`src/efs_cfg.svh`:
```
// constants for the encoder feedback supervisor: register indices, defaults, limits, timing
`ifndef EFS_CFG_SVH
`define EFS_CFG_SVH
// ----------------------------------------------------------------
// timing
// ----------------------------------------------------------------
`define CLK_HZ 40000000
`define TICK_MS 100
`define TICK_CYC (`CLK_HZ / 1000 * `TICK_MS)
`define GATE_LAST 4'h9
`define DIV_LAST 6'h1F
`define PCT 32'h00000064
// ----------------------------------------------------------------
// register indices (byte address is four times the index)
// ----------------------------------------------------------------
`define IX_SRC 14'h0A00
`define IX_PPR 14'h0A01
`define IX_TYP 14'h0A02
`define IX_GL1 14'h0A04
`define IX_GM1 14'h0A05
`define IX_GL2 14'h0A06
`define IX_GM2 14'h0A07
`define IX_FB_ACT 14'h0A08
`define IX_FB_T 14'h0A09
`define IX_OV_L 14'h0A0A
`define IX_OV_T 14'h0A0B
`define IX_OV_ACT 14'h0A0C
`define IX_SL_R 14'h0A0D
`define IX_SL_T 14'h0A0E
`define IX_SL_ACT 14'h0A0F
`define IX_CTRL 14'h0A30
`define IX_STAT 14'h0A31
`define IX_FREQ 14'h0A32
`define IX_PPS 14'h0A33
// ----------------------------------------------------------------
// reset values, limits and codes
// ----------------------------------------------------------------
`define DEF_SRC 16'h0000
`define DEF_PPR 16'h0258
`define DEF_TYP 16'h0001
`define DEF_GEAR 16'h0064
`define DEF_ACT 16'h0002
`define DEF_FB_T 16'h000A
`define DEF_OV_L 16'h0073
`define DEF_OV_T 16'h0001
`define DEF_SL_R 16'h0032
`define DEF_SL_T 16'h0005
`define MIN1 16'h0001
`define PPR_MAX 16'h4E20
`define T10_MAX 16'h0064
`define T2_MAX 16'h0014
`define LVL_MAX 16'h0078
`define SLR_MAX 16'h0032
`define SRC_OFF 16'h0000
`define SRC_CARD 16'h0001
`define SRC_PIN 16'h0005
`define TYP_SINGLE 16'h0005
`define ACT_WARN 16'h0000
`define ACT_RAMP 16'h0001
`define ACT_COAST 16'h0002
`define FUNC_GEAR_SW 8'h30
`define CTRL_APPLY 0
`define CTRL_CLR_LO 4
`define CTRL_CLR_HI 7
`endif

```
`src/efs_pkg.sv`:
```
// types shared by the encoder feedback supervisor
`default_nettype none
package efs_pkg;
    typedef enum logic [1:0] {DIV_IDLE = 2'b01, DIV_RUN = 2'b10} div_state_type;
    typedef struct packed {
        logic warn;
        logic ramp_stop;
        logic coast_stop;
    } action_type;
    typedef struct packed {
        logic [15:0] src, ppr, typ, gl1, gm1, gl2, gm2;
        logic [15:0] fb_act, fb_time, ov_lvl, ov_time, ov_act, sl_rng, sl_time, sl_act;
        logic [15:0] eff_src, eff_ppr, eff_typ;
        logic loaded;
        logic [31:0] tick_cnt;
        logic tick;
        logic [3:0] gate_cnt;
        logic [31:0] edge_cnt, pps;
        logic prev_b, dir_rev;
        div_state_type div_st;
        logic [31:0] num, quo, rem;
        logic [5:0] div_idx;
        logic [15:0] freq;
        logic [3:0][7:0] sup_cnt;
        logic [3:0] fault;
        action_type act;
        logic [15:0] gear_load, gear_motor;
        logic gear_card;
        logic [31:0] prdata;
        logic err;
    } state_type;
endpackage
`default_nettype wire

```
`src/encoder_feedback_supervisor.sv`:
```
// encoder and pulse feedback supervisor with apb parameter registers
//
// The APB slave port was decided locally.
`timescale 1ns/1ps
`default_nettype none
`include "efs_cfg.svh"
module encoder_feedback_supervisor
    import efs_pkg::*;
#(
    parameter int unsigned TICK_CYCLES = `TICK_CYC
) (
    // clock and reset
    input wire logic pclk,
    input wire logic presetn,
    // apb slave
    input wire logic psel,
    input wire logic penable,
    input wire logic pwrite,
    input wire logic [15:0] paddr,
    input wire logic [31:0] pwdata,
    output logic [31:0] prdata,
    output logic pready,
    output logic pslverr,
    // pulse and encoder inputs
    input wire logic direction_phase_input,
    input wire logic pulse_phase_input,
    input wire logic [1:0] encoder_feedback_input,
    // drive status inputs
    input wire logic encoder_loss,
    input wire logic encoder_signal_bad,
    input wire logic pulse_setting_bad,
    input wire logic speed_ctrl_abnormal,
    input wire logic [15:0] output_freq,
    input wire logic [15:0] max_operating_frequency,
    input wire logic [7:0] mfi_func_code,
    input wire logic mfi_level,
    // supervisor and gear outputs
    output action_type fault_action,
    output logic encoder_signal_error,
    output logic feedback_fault,
    output logic overspeed_stall,
    output logic slip_error,
    output logic [15:0] measured_freq,
    output logic direction_reverse,
    output logic [15:0] gear_load,
    output logic [15:0] gear_motor,
    output logic gear_card_active
);
    // ----------------------------------------------------------------
    // declarations
    // ----------------------------------------------------------------
    state_type st_ff;
    state_type nxt_st;
    logic [13:0] idx;
    logic wr_acc;
    logic apply_cmd;
    logic [3:0] clr;
    logic a_in;
    logic b_in;
    logic rise_b;
    logic gate;
    logic ppr_bad;
    logic [31:0] pps_now;
    logic [31:0] rem_sh;
    logic [31:0] quo_nxt;
    logic [15:0] diff;
    logic [3:0] cond;
    logic [3:0][7:0] lim;
    logic [3:0][15:0] code;
    logic [32:0] rd_word;

    localparam logic [31:0] TICK_LAST = 32'(TICK_CYCLES - 1);

    // write legality: out-of-range values are refused and the register keeps its value
    function automatic logic wr_ok(input logic [13:0] i, input logic [15:0] d);
        case (i)
            `IX_SRC: wr_ok = (d == `SRC_OFF) || (d == `SRC_CARD) || (d == `SRC_PIN);
            `IX_PPR: wr_ok = (d >= `MIN1) && (d <= `PPR_MAX);
            `IX_TYP: wr_ok = (d >= `MIN1) && (d <= `TYP_SINGLE);
            `IX_GL1, `IX_GM1, `IX_GL2, `IX_GM2: wr_ok = (d >= `MIN1);
            `IX_FB_ACT, `IX_OV_ACT, `IX_SL_ACT: wr_ok = (d <= `ACT_COAST);
            `IX_FB_T: wr_ok = (d <= `T10_MAX);
            `IX_OV_L: wr_ok = (d <= `LVL_MAX);
            `IX_OV_T: wr_ok = (d <= `T2_MAX);
            `IX_SL_R: wr_ok = (d <= `SLR_MAX);
            `IX_SL_T: wr_ok = (d <= `T10_MAX);
            `IX_CTRL: wr_ok = 1'b1;
            default: wr_ok = 1'b0;
        endcase
    endfunction

    // ----------------------------------------------------------------
    // register read mux, top bit marks a mapped index
    // ----------------------------------------------------------------
    always_comb begin
        rd_word = {1'b1, 32'h0000_0000};
        case (idx)
            `IX_SRC: rd_word[15:0] = st_ff.src;
            `IX_PPR: rd_word[15:0] = st_ff.ppr;
            `IX_TYP: rd_word[15:0] = st_ff.typ;
            `IX_GL1: rd_word[15:0] = st_ff.gl1;
            `IX_GM1: rd_word[15:0] = st_ff.gm1;
            `IX_GL2: rd_word[15:0] = st_ff.gl2;
            `IX_GM2: rd_word[15:0] = st_ff.gm2;
            `IX_FB_ACT: rd_word[15:0] = st_ff.fb_act;
            `IX_FB_T: rd_word[15:0] = st_ff.fb_time;
            `IX_OV_L: rd_word[15:0] = st_ff.ov_lvl;
            `IX_OV_T: rd_word[15:0] = st_ff.ov_time;
            `IX_OV_ACT: rd_word[15:0] = st_ff.ov_act;
            `IX_SL_R: rd_word[15:0] = st_ff.sl_rng;
            `IX_SL_T: rd_word[15:0] = st_ff.sl_time;
            `IX_SL_ACT: rd_word[15:0] = st_ff.sl_act;
            `IX_CTRL: rd_word[31:0] = 32'h0000_0000;
            `IX_STAT: rd_word[31:0] = {22'h000000, st_ff.loaded, st_ff.gear_card, st_ff.dir_rev,
                                       st_ff.act, st_ff.fault};
            `IX_FREQ: rd_word[15:0] = st_ff.freq;
            `IX_PPS: rd_word[31:0] = st_ff.pps;
            default: rd_word = {1'b0, 32'h0000_0000};
        endcase
    end

    // ----------------------------------------------------------------
    // next state
    // ----------------------------------------------------------------
    always_comb begin
        nxt_st = st_ff;
        idx = paddr[15:2];
        wr_acc = psel && penable && pwrite && !st_ff.err;
        apply_cmd = wr_acc && (idx == `IX_CTRL) && pwdata[`CTRL_APPLY];
        clr = (wr_acc && (idx == `IX_CTRL)) ? pwdata[`CTRL_CLR_HI:`CTRL_CLR_LO] : 4'h0;

        // setup phase latches read data and the error answer; access phase performs the write
        if (psel && !penable) begin
            nxt_st.prdata = rd_word[31:0];
            nxt_st.err = !rd_word[32] || (pwrite && !wr_ok(idx, pwdata[15:0]));
        end
        if (wr_acc) begin
            case (idx)
                `IX_SRC: nxt_st.src = pwdata[15:0];
                `IX_PPR: nxt_st.ppr = pwdata[15:0];
                `IX_TYP: nxt_st.typ = pwdata[15:0];
                `IX_GL1: nxt_st.gl1 = pwdata[15:0];
                `IX_GM1: nxt_st.gm1 = pwdata[15:0];
                `IX_GL2: nxt_st.gl2 = pwdata[15:0];
                `IX_GM2: nxt_st.gm2 = pwdata[15:0];
                `IX_FB_ACT: nxt_st.fb_act = pwdata[15:0];
                `IX_FB_T: nxt_st.fb_time = pwdata[15:0];
                `IX_OV_L: nxt_st.ov_lvl = pwdata[15:0];
                `IX_OV_T: nxt_st.ov_time = pwdata[15:0];
                `IX_OV_ACT: nxt_st.ov_act = pwdata[15:0];
                `IX_SL_R: nxt_st.sl_rng = pwdata[15:0];
                `IX_SL_T: nxt_st.sl_time = pwdata[15:0];
                `IX_SL_ACT: nxt_st.sl_act = pwdata[15:0];
                default: nxt_st.err = st_ff.err;
            endcase
        end

        // staged settings reach the datapath only at the first edge after reset or on restart,
        // so a mid-run write cannot disturb a running measurement
        if (!st_ff.loaded || apply_cmd) begin
            nxt_st.eff_src = st_ff.src;
            nxt_st.eff_ppr = st_ff.ppr;
            nxt_st.eff_typ = st_ff.typ;
        end
        nxt_st.loaded = 1'b1;

        // tenth-of-a-second tick shared by measurement gate and supervision timers
        nxt_st.tick = 1'b0;
        if (st_ff.tick_cnt >= TICK_LAST) begin
            nxt_st.tick_cnt = 32'h0000_0000;
            nxt_st.tick = 1'b1;
        end else begin
            nxt_st.tick_cnt = st_ff.tick_cnt + 32'h0000_0001;
        end
        gate = st_ff.tick && (st_ff.gate_cnt == `GATE_LAST);
        if (st_ff.tick) begin
            nxt_st.gate_cnt = gate ? 4'h0 : st_ff.gate_cnt + 4'h1;
        end

        // source mux: phase a on the direction pin, phase b on the pulse pin
        a_in = 1'b0;
        b_in = 1'b0;
        if (st_ff.eff_src == `SRC_CARD) begin
            a_in = encoder_feedback_input[1];
            b_in = encoder_feedback_input[0];
        end else if (st_ff.eff_src == `SRC_PIN) begin
            a_in = direction_phase_input;
            b_in = pulse_phase_input;
        end
        nxt_st.prev_b = b_in;
        rise_b = b_in && !st_ff.prev_b;

        // only b edges are counted, so both input types yield the same rate; the cost is
        // quarter resolution in quadrature mode
        if (st_ff.eff_typ == `TYP_SINGLE) begin
            nxt_st.dir_rev = 1'b0;
        end else if (rise_b) begin
            nxt_st.dir_rev = !a_in;
        end
        pps_now = st_ff.edge_cnt + {31'h0000_0000, rise_b};
        if (gate) begin
            nxt_st.pps = pps_now;
            nxt_st.edge_cnt = 32'h0000_0000;
        end else begin
            nxt_st.edge_cnt = pps_now;
        end

        // bit-serial divide: hundredths of hz = pps * 100 / ppr
        ppr_bad = (st_ff.eff_ppr < `MIN1) || (st_ff.eff_ppr > `PPR_MAX);
        rem_sh = {st_ff.rem[30:0], st_ff.num[31]};
        quo_nxt = {st_ff.quo[30:0], 1'b0};
        unique case (st_ff.div_st)
            DIV_IDLE: begin
                if (gate && !ppr_bad) begin
                    nxt_st.num = 32'(pps_now * `PCT);
                    nxt_st.rem = 32'h0000_0000;
                    nxt_st.quo = 32'h0000_0000;
                    nxt_st.div_idx = 6'h00;
                    nxt_st.div_st = DIV_RUN;
                end
            end
            DIV_RUN: begin
                nxt_st.num = {st_ff.num[30:0], 1'b0};
                if (rem_sh >= {16'h0000, st_ff.eff_ppr}) begin
                    nxt_st.rem = rem_sh - {16'h0000, st_ff.eff_ppr};
                    quo_nxt[0] = 1'b1;
                end else begin
                    nxt_st.rem = rem_sh;
                end
                nxt_st.quo = quo_nxt;
                nxt_st.div_idx = st_ff.div_idx + 6'h01;
                if (st_ff.div_idx == `DIV_LAST) begin
                    nxt_st.freq = (quo_nxt[31:16] != 16'h0000) ? 16'hFFFF : quo_nxt[15:0];
                    nxt_st.div_st = DIV_IDLE;
                end
            end
        endcase

        // supervisor conditions, limits in ticks and action codes
        diff = (st_ff.freq > output_freq) ? st_ff.freq - output_freq : output_freq - st_ff.freq;
        cond[0] = encoder_loss || encoder_signal_bad || pulse_setting_bad || ppr_bad;
        cond[1] = speed_ctrl_abnormal;
        cond[2] = (st_ff.ov_lvl != 16'h0000) &&
                  ({16'h0000, output_freq} * `PCT > {16'h0000, st_ff.ov_lvl} * {16'h0000, max_operating_frequency});
        cond[3] = (st_ff.sl_rng != 16'h0000) &&
                  ({16'h0000, diff} * `PCT > {16'h0000, st_ff.sl_rng} * {16'h0000, max_operating_frequency});
        lim[0] = st_ff.fb_time[7:0];
        lim[1] = st_ff.fb_time[7:0];
        lim[2] = st_ff.ov_time[7:0];
        lim[3] = st_ff.sl_time[7:0];
        code[0] = st_ff.fb_act;
        code[1] = st_ff.fb_act;
        code[2] = st_ff.ov_act;
        code[3] = st_ff.sl_act;

        // timers fire on the tick after the limit is reached; a new event beats a clear
        nxt_st.act = '0;
        for (int i = 0; i < 4; i++) begin
            nxt_st.fault[i] = st_ff.fault[i] && !clr[i];
            if (!cond[i]) begin
                nxt_st.sup_cnt[i] = 8'h00;
            end else if (st_ff.tick && (lim[i] != 8'h00)) begin
                if (st_ff.sup_cnt[i] >= lim[i]) begin
                    nxt_st.fault[i] = 1'b1;
                end else begin
                    nxt_st.sup_cnt[i] = st_ff.sup_cnt[i] + 8'h01;
                end
            end
            if (st_ff.fault[i]) begin
                nxt_st.act.warn = nxt_st.act.warn || (code[i] == `ACT_WARN);
                nxt_st.act.ramp_stop = nxt_st.act.ramp_stop || (code[i] == `ACT_RAMP);
                nxt_st.act.coast_stop = nxt_st.act.coast_stop || (code[i] == `ACT_COAST);
            end
        end

        // gear pair select, meaningful only when the encoder card is the source
        if ((mfi_func_code == `FUNC_GEAR_SW) && mfi_level) begin
            nxt_st.gear_load = st_ff.gl2;
            nxt_st.gear_motor = st_ff.gm2;
        end else begin
            nxt_st.gear_load = st_ff.gl1;
            nxt_st.gear_motor = st_ff.gm1;
        end
        nxt_st.gear_card = (st_ff.eff_src == `SRC_CARD);
    end

    // ----------------------------------------------------------------
    // state register
    // ----------------------------------------------------------------
    always_ff @(posedge pclk or negedge presetn) begin
        if (!presetn) begin
            st_ff <= '0;
            st_ff.src <= `DEF_SRC;
            st_ff.ppr <= `DEF_PPR;
            st_ff.typ <= `DEF_TYP;
            st_ff.gl1 <= `DEF_GEAR;
            st_ff.gm1 <= `DEF_GEAR;
            st_ff.gl2 <= `DEF_GEAR;
            st_ff.gm2 <= `DEF_GEAR;
            st_ff.fb_act <= `DEF_ACT;
            st_ff.fb_time <= `DEF_FB_T;
            st_ff.ov_lvl <= `DEF_OV_L;
            st_ff.ov_time <= `DEF_OV_T;
            st_ff.ov_act <= `DEF_ACT;
            st_ff.sl_rng <= `DEF_SL_R;
            st_ff.sl_time <= `DEF_SL_T;
            st_ff.sl_act <= `DEF_ACT;
            st_ff.eff_src <= `DEF_SRC;
            st_ff.eff_ppr <= `DEF_PPR;
            st_ff.eff_typ <= `DEF_TYP;
            st_ff.gear_load <= `DEF_GEAR;
            st_ff.gear_motor <= `DEF_GEAR;
            st_ff.div_st <= DIV_IDLE;
        end else begin
            st_ff <= nxt_st;
        end
    end

    // outputs; pready is tied high because every access completes without wait
    assign prdata = st_ff.prdata;
    assign pready = 1'b1;
    assign pslverr = psel && penable && st_ff.err;
    assign fault_action = st_ff.act;
    assign encoder_signal_error = st_ff.fault[0];
    assign feedback_fault = st_ff.fault[1];
    assign overspeed_stall = st_ff.fault[2];
    assign slip_error = st_ff.fault[3];
    assign measured_freq = st_ff.freq;
    assign direction_reverse = st_ff.dir_rev;
    assign gear_load = st_ff.gear_load;
    assign gear_motor = st_ff.gear_motor;
    assign gear_card_active = st_ff.gear_card;
endmodule // encoder_feedback_supervisor
`default_nettype wire

```
`config.mk`:
```
export PLATFORM = sky130hd
export DESIGN_NAME = encoder_feedback_supervisor
export DESIGN_NICKNAME = d
export VERILOG_FILES = /design/src/efs_pkg.sv /design/src/encoder_feedback_supervisor.sv
export VERILOG_INCLUDE_DIRS = /design/src /design/src/src
export SDC_FILE = /design/constraint.sdc
export NUM_CORES = 2
export LEC_CHECK = 0
export ABC_AREA = 1
export ABC_CLOCK_PERIOD_IN_PS = 14900
export BUFFER_PORTS_ARGS = -buffer_cell sky130_fd_sc_hd__buf_2
export CAP_MARGIN = 20
export CORE_MARGIN = 2
export CORE_UTILIZATION = 36
export CTS_BUF_LIST = sky130_fd_sc_hd__clkbuf_8
export DETAILED_ROUTE_END_ITERATION = 6
export GPL_TIMING_DRIVEN = 0
export PLACE_DENSITY = 0.56
export SYNTH_ARGS = -nofsm -noshare
export SYNTH_HDL_FRONTEND = slang
export SYNTH_SLANG_ARGS = --single-unit
export TNS_END_PERCENT = 30
```
`constraint.sdc`:
```
create_clock -name pclk -period 14.9 [get_ports pclk]
set_input_delay 2.98 -clock pclk [delete_from_list [all_inputs] [get_ports pclk]]
set_output_delay 2.98 -clock pclk [all_outputs]
set_load 0.1 [all_outputs]
```
==> out/metrics.cfg <==
[sta]
finalSetupViolCount = 0
drv_slew = 0
relSlewSlack = 0.168
skew_ps = 64.4
postLayoutSetupSlackWorst_ps = 4570
min_period_ps = 10330
max_slew.worst_pin.slew_ps = 1250
hold_violations = 0
max_freq_mhz = 96.8
fin_hold_ws_ps = 464
final.period_utilization = 0.693
rsz0062_at_grt = no

[cells_and_area]
nets = 8641
drive_gt1_frac = 0.0758
area_growth_syn_to_layout_pct = 10.2
fin_util = 0.399
layout_commonest_cell = nand2_1
layout_common_cells = nand2_1, inv_1, o21ai_0, dfrtp_1, ha_1

[global_routing]
use_met1 = 0.314
grt_use_total = 0.236
use_met3 = 0.0314
grt_busiest_layer = met2
grt_first_pass_wirelength_microns = 290000
gr-total-overflow = 0
use_met2 = 0.389
grt_pass1_vias = 49000
grt_max_degree = 118
grt_antenna_before_repair = 8

[synthesis]
ys_seq_elements = 613
ys_warn_count = 0
synth_cell_type_count = 69
synth.area.top_cells = dfrtp_1, fa_1, ha_1, nand2_1, inv_1
synthMuxAreaShare = 0.000732
synth_xor_area_frac = 0.0253
synth_top_family_by_area = adder cells
synth_edf_count = 0
synthesis.area_sq_um = 56400
yosysSeqAreaShare = 0.273
yosysTopAreaCellShare = 0.252
syn_inst = 7289
synth_compound_area_frac = 0.111
avgSynthCellArea_sq_um = 7.74
synthArstFlopShare = 1.00
synth-simple-area-share = 0.190
yosys.area.top_type = dfrtp_1
ys.flop_type = dfrtp_1
synthAdderAreaFrac = 0.271

[cts]
numCtsBuffers = 95
postCtsSetupBuffers = 0
htreeDepth = 3
cts_hold_buf = 0
root_buffer = clkbuf_8
insertion_delay_ps = 810
clockBufferDepth = 3
clk_pin_slew_ps = 60
cts_resized = 0
cts_tree = built
clock-sinks = 613

[power_and_ir_drop]
p_seq_frac = 0.368
switching_power_mw = 1.95
clockPowerShare = 0.296
ir_worst_vdd_mv = 0.0862
swShare = 0.381
power_mw = 5.12
power_leakage_nw = 33.1
share_comb_of_total_power = 0.336
intPower_mw = 3.17
p_per_area_nw_per_um2 = 82.3

[floorplanning]
die_x_microns = 400
coreArea_sq_um = 156000
core.rowCount = 145
start_util = 0.362
dieArea_sq_um = 160000
io_pins = 193
fp.dieH_microns = 400

[worst_setup_path]
worstPathArrival_ps = 11050
startpoint_type = primary input
setup.worst_path.class = in2reg
critPathMaxStageDelay_ps = 690
critical-path-slowest-cell = clkbuf_1
end_kind = flip-flop
crit_fanout = 10
worst_ep_required_time_ps = 15620
path_delay_family = adder cells
path_buf_inv = 8

[place]
io_buffers = 172
dp_hpwl_microns = 152000
gp_congestion = 0.977
pre_cts_ws_ps = 3790

[route]
drtIter0Drc = 3524
antenna_left = 0
finalWirelength_microns = 188000
vias_per_cell = 5.03
routed-via-count = 48900
wl_per_cell_microns = 19.3
drtPass1Iterations = 7
drc = 0

[run]
max_cap_viol_count = 0

[outcome]
status = completed

[min_path]
hold_class = reg2reg

[state kept, by name (all words and copies together) (netlist names)]
| name | cells |
|---|---|
| code | 48 |
| direction_reverse | 1 |
| encoder_signal_error | 1 |
| fault_action | 3 |
| feedback_fault | 1 |
| gear_card_active | 1 |
| gear_load | 16 |
| gear_motor | 16 |
| lim | 24 |
| measured_freq | 16 |
| overspeed_stall | 1 |
| prdata | 32 |
| quo_nxt | 31 |
| rem_sh | 32 |
| slip_error | 1 |
| st_ff | 389 |
[routing by layer]
layer / vias up / part of all wire
met2: 1500 / 0.47
met4: 6 / 0.041
met5: - / 0.00021
met1: 23800 / 0.43
li1: 23300 / -
met3: 320 / 0.063
[logic make-up (layout without fill, tap and decap cells)]
logic type	after synthesis	count (layout)
simple gates	2581	2581
buf+inv	1830	2191
compound gates	1139	1139
fa+ha+maj	958	958
flops	613	613
xor+xnor	162	162
mux	4	4
other cells	2	14
[synth_stat cells, types with 5 or more instances]
cell type	number
a211oi_1	17
a21o_1	15
a21oi_1	270
a22o_1	16
a22oi_1	16
a31oi_1	24
buf_1	22
buf_2	34
buf_4	90
buf_6	6
clkbuf_1	198
dfrtp_1	568
dfstp_2	45
fa_1	437
ha_1	521
inv_1	1467
inv_2	7
nand2_1	1679
nand2_2	10
nand3_1	168
nand3b_1	13
nand4_1	101
nor2_1	410
nor2_2	12
nor3_1	108
nor3b_1	5
nor4_1	40
o211ai_1	6
o21ai_0	623
o21ai_1	17
o21ai_2	9
o21bai_1	16
o221ai_1	9
o22ai_1	62
o31ai_1	11
or2_2	5
xnor2_1	51
xor2_1	110
[metrics by stage]
step,std cells,cell area [sq um],TNS (ps)
after detailed placement,9541,60200,0
after CTS,9717,62200,0
after global placement,9529,59900,-1245110
after floorplan,7299,56500,0
final,9720,62200,0
after global routing,9720,62200,0
[path summary, 6_finish.rpt]
path | from | endpoint | slack, ps | cells after the start
max in group asynchronous | presetn | prdata[1] | 10280 | 5
min reg2reg | st_ff[296] | st_ff[296] | 460 | 1
max | max_operating_frequency[7] | overspeed_stall | 4570 | 30
min in group asynchronous | presetn | prdata[15] | 2150 | 1
max reg2reg | st_ff[463] | overspeed_stall | 5690 | 30
min | st_ff[296] | st_ff[296] | 460 | 1
[area by class of cell]
class | instances | area, sq um
antenna | 2 | 5.00
fill | 16300 | 93700
inverter | 1478 | 5550
clock buffer | 119 | 1640
sequential | 613 | 15400
multi-input combinational | 4856 | 33800
timing repair buffer | 185 | 1150
buffer | 352 | 1750
tap | 2058 | 2570
clock inverter | 57 | 370
[power by group through the flow]
stage | clock network [mW] | logic, mW | registers, mW
finish | 1.51 | 1.72 | 1.88
global route | 1.62 | 2.00 | 1.90
CTS | 1.55 | 1.73 | 1.88
detailed placement | 0 | 1.72 | 1.91
global placement | 0 | 1.69 | 1.91
floorplan | 0 | 1.24 | 1.90
No activity file was read; power rests on OpenSTA's default activity.
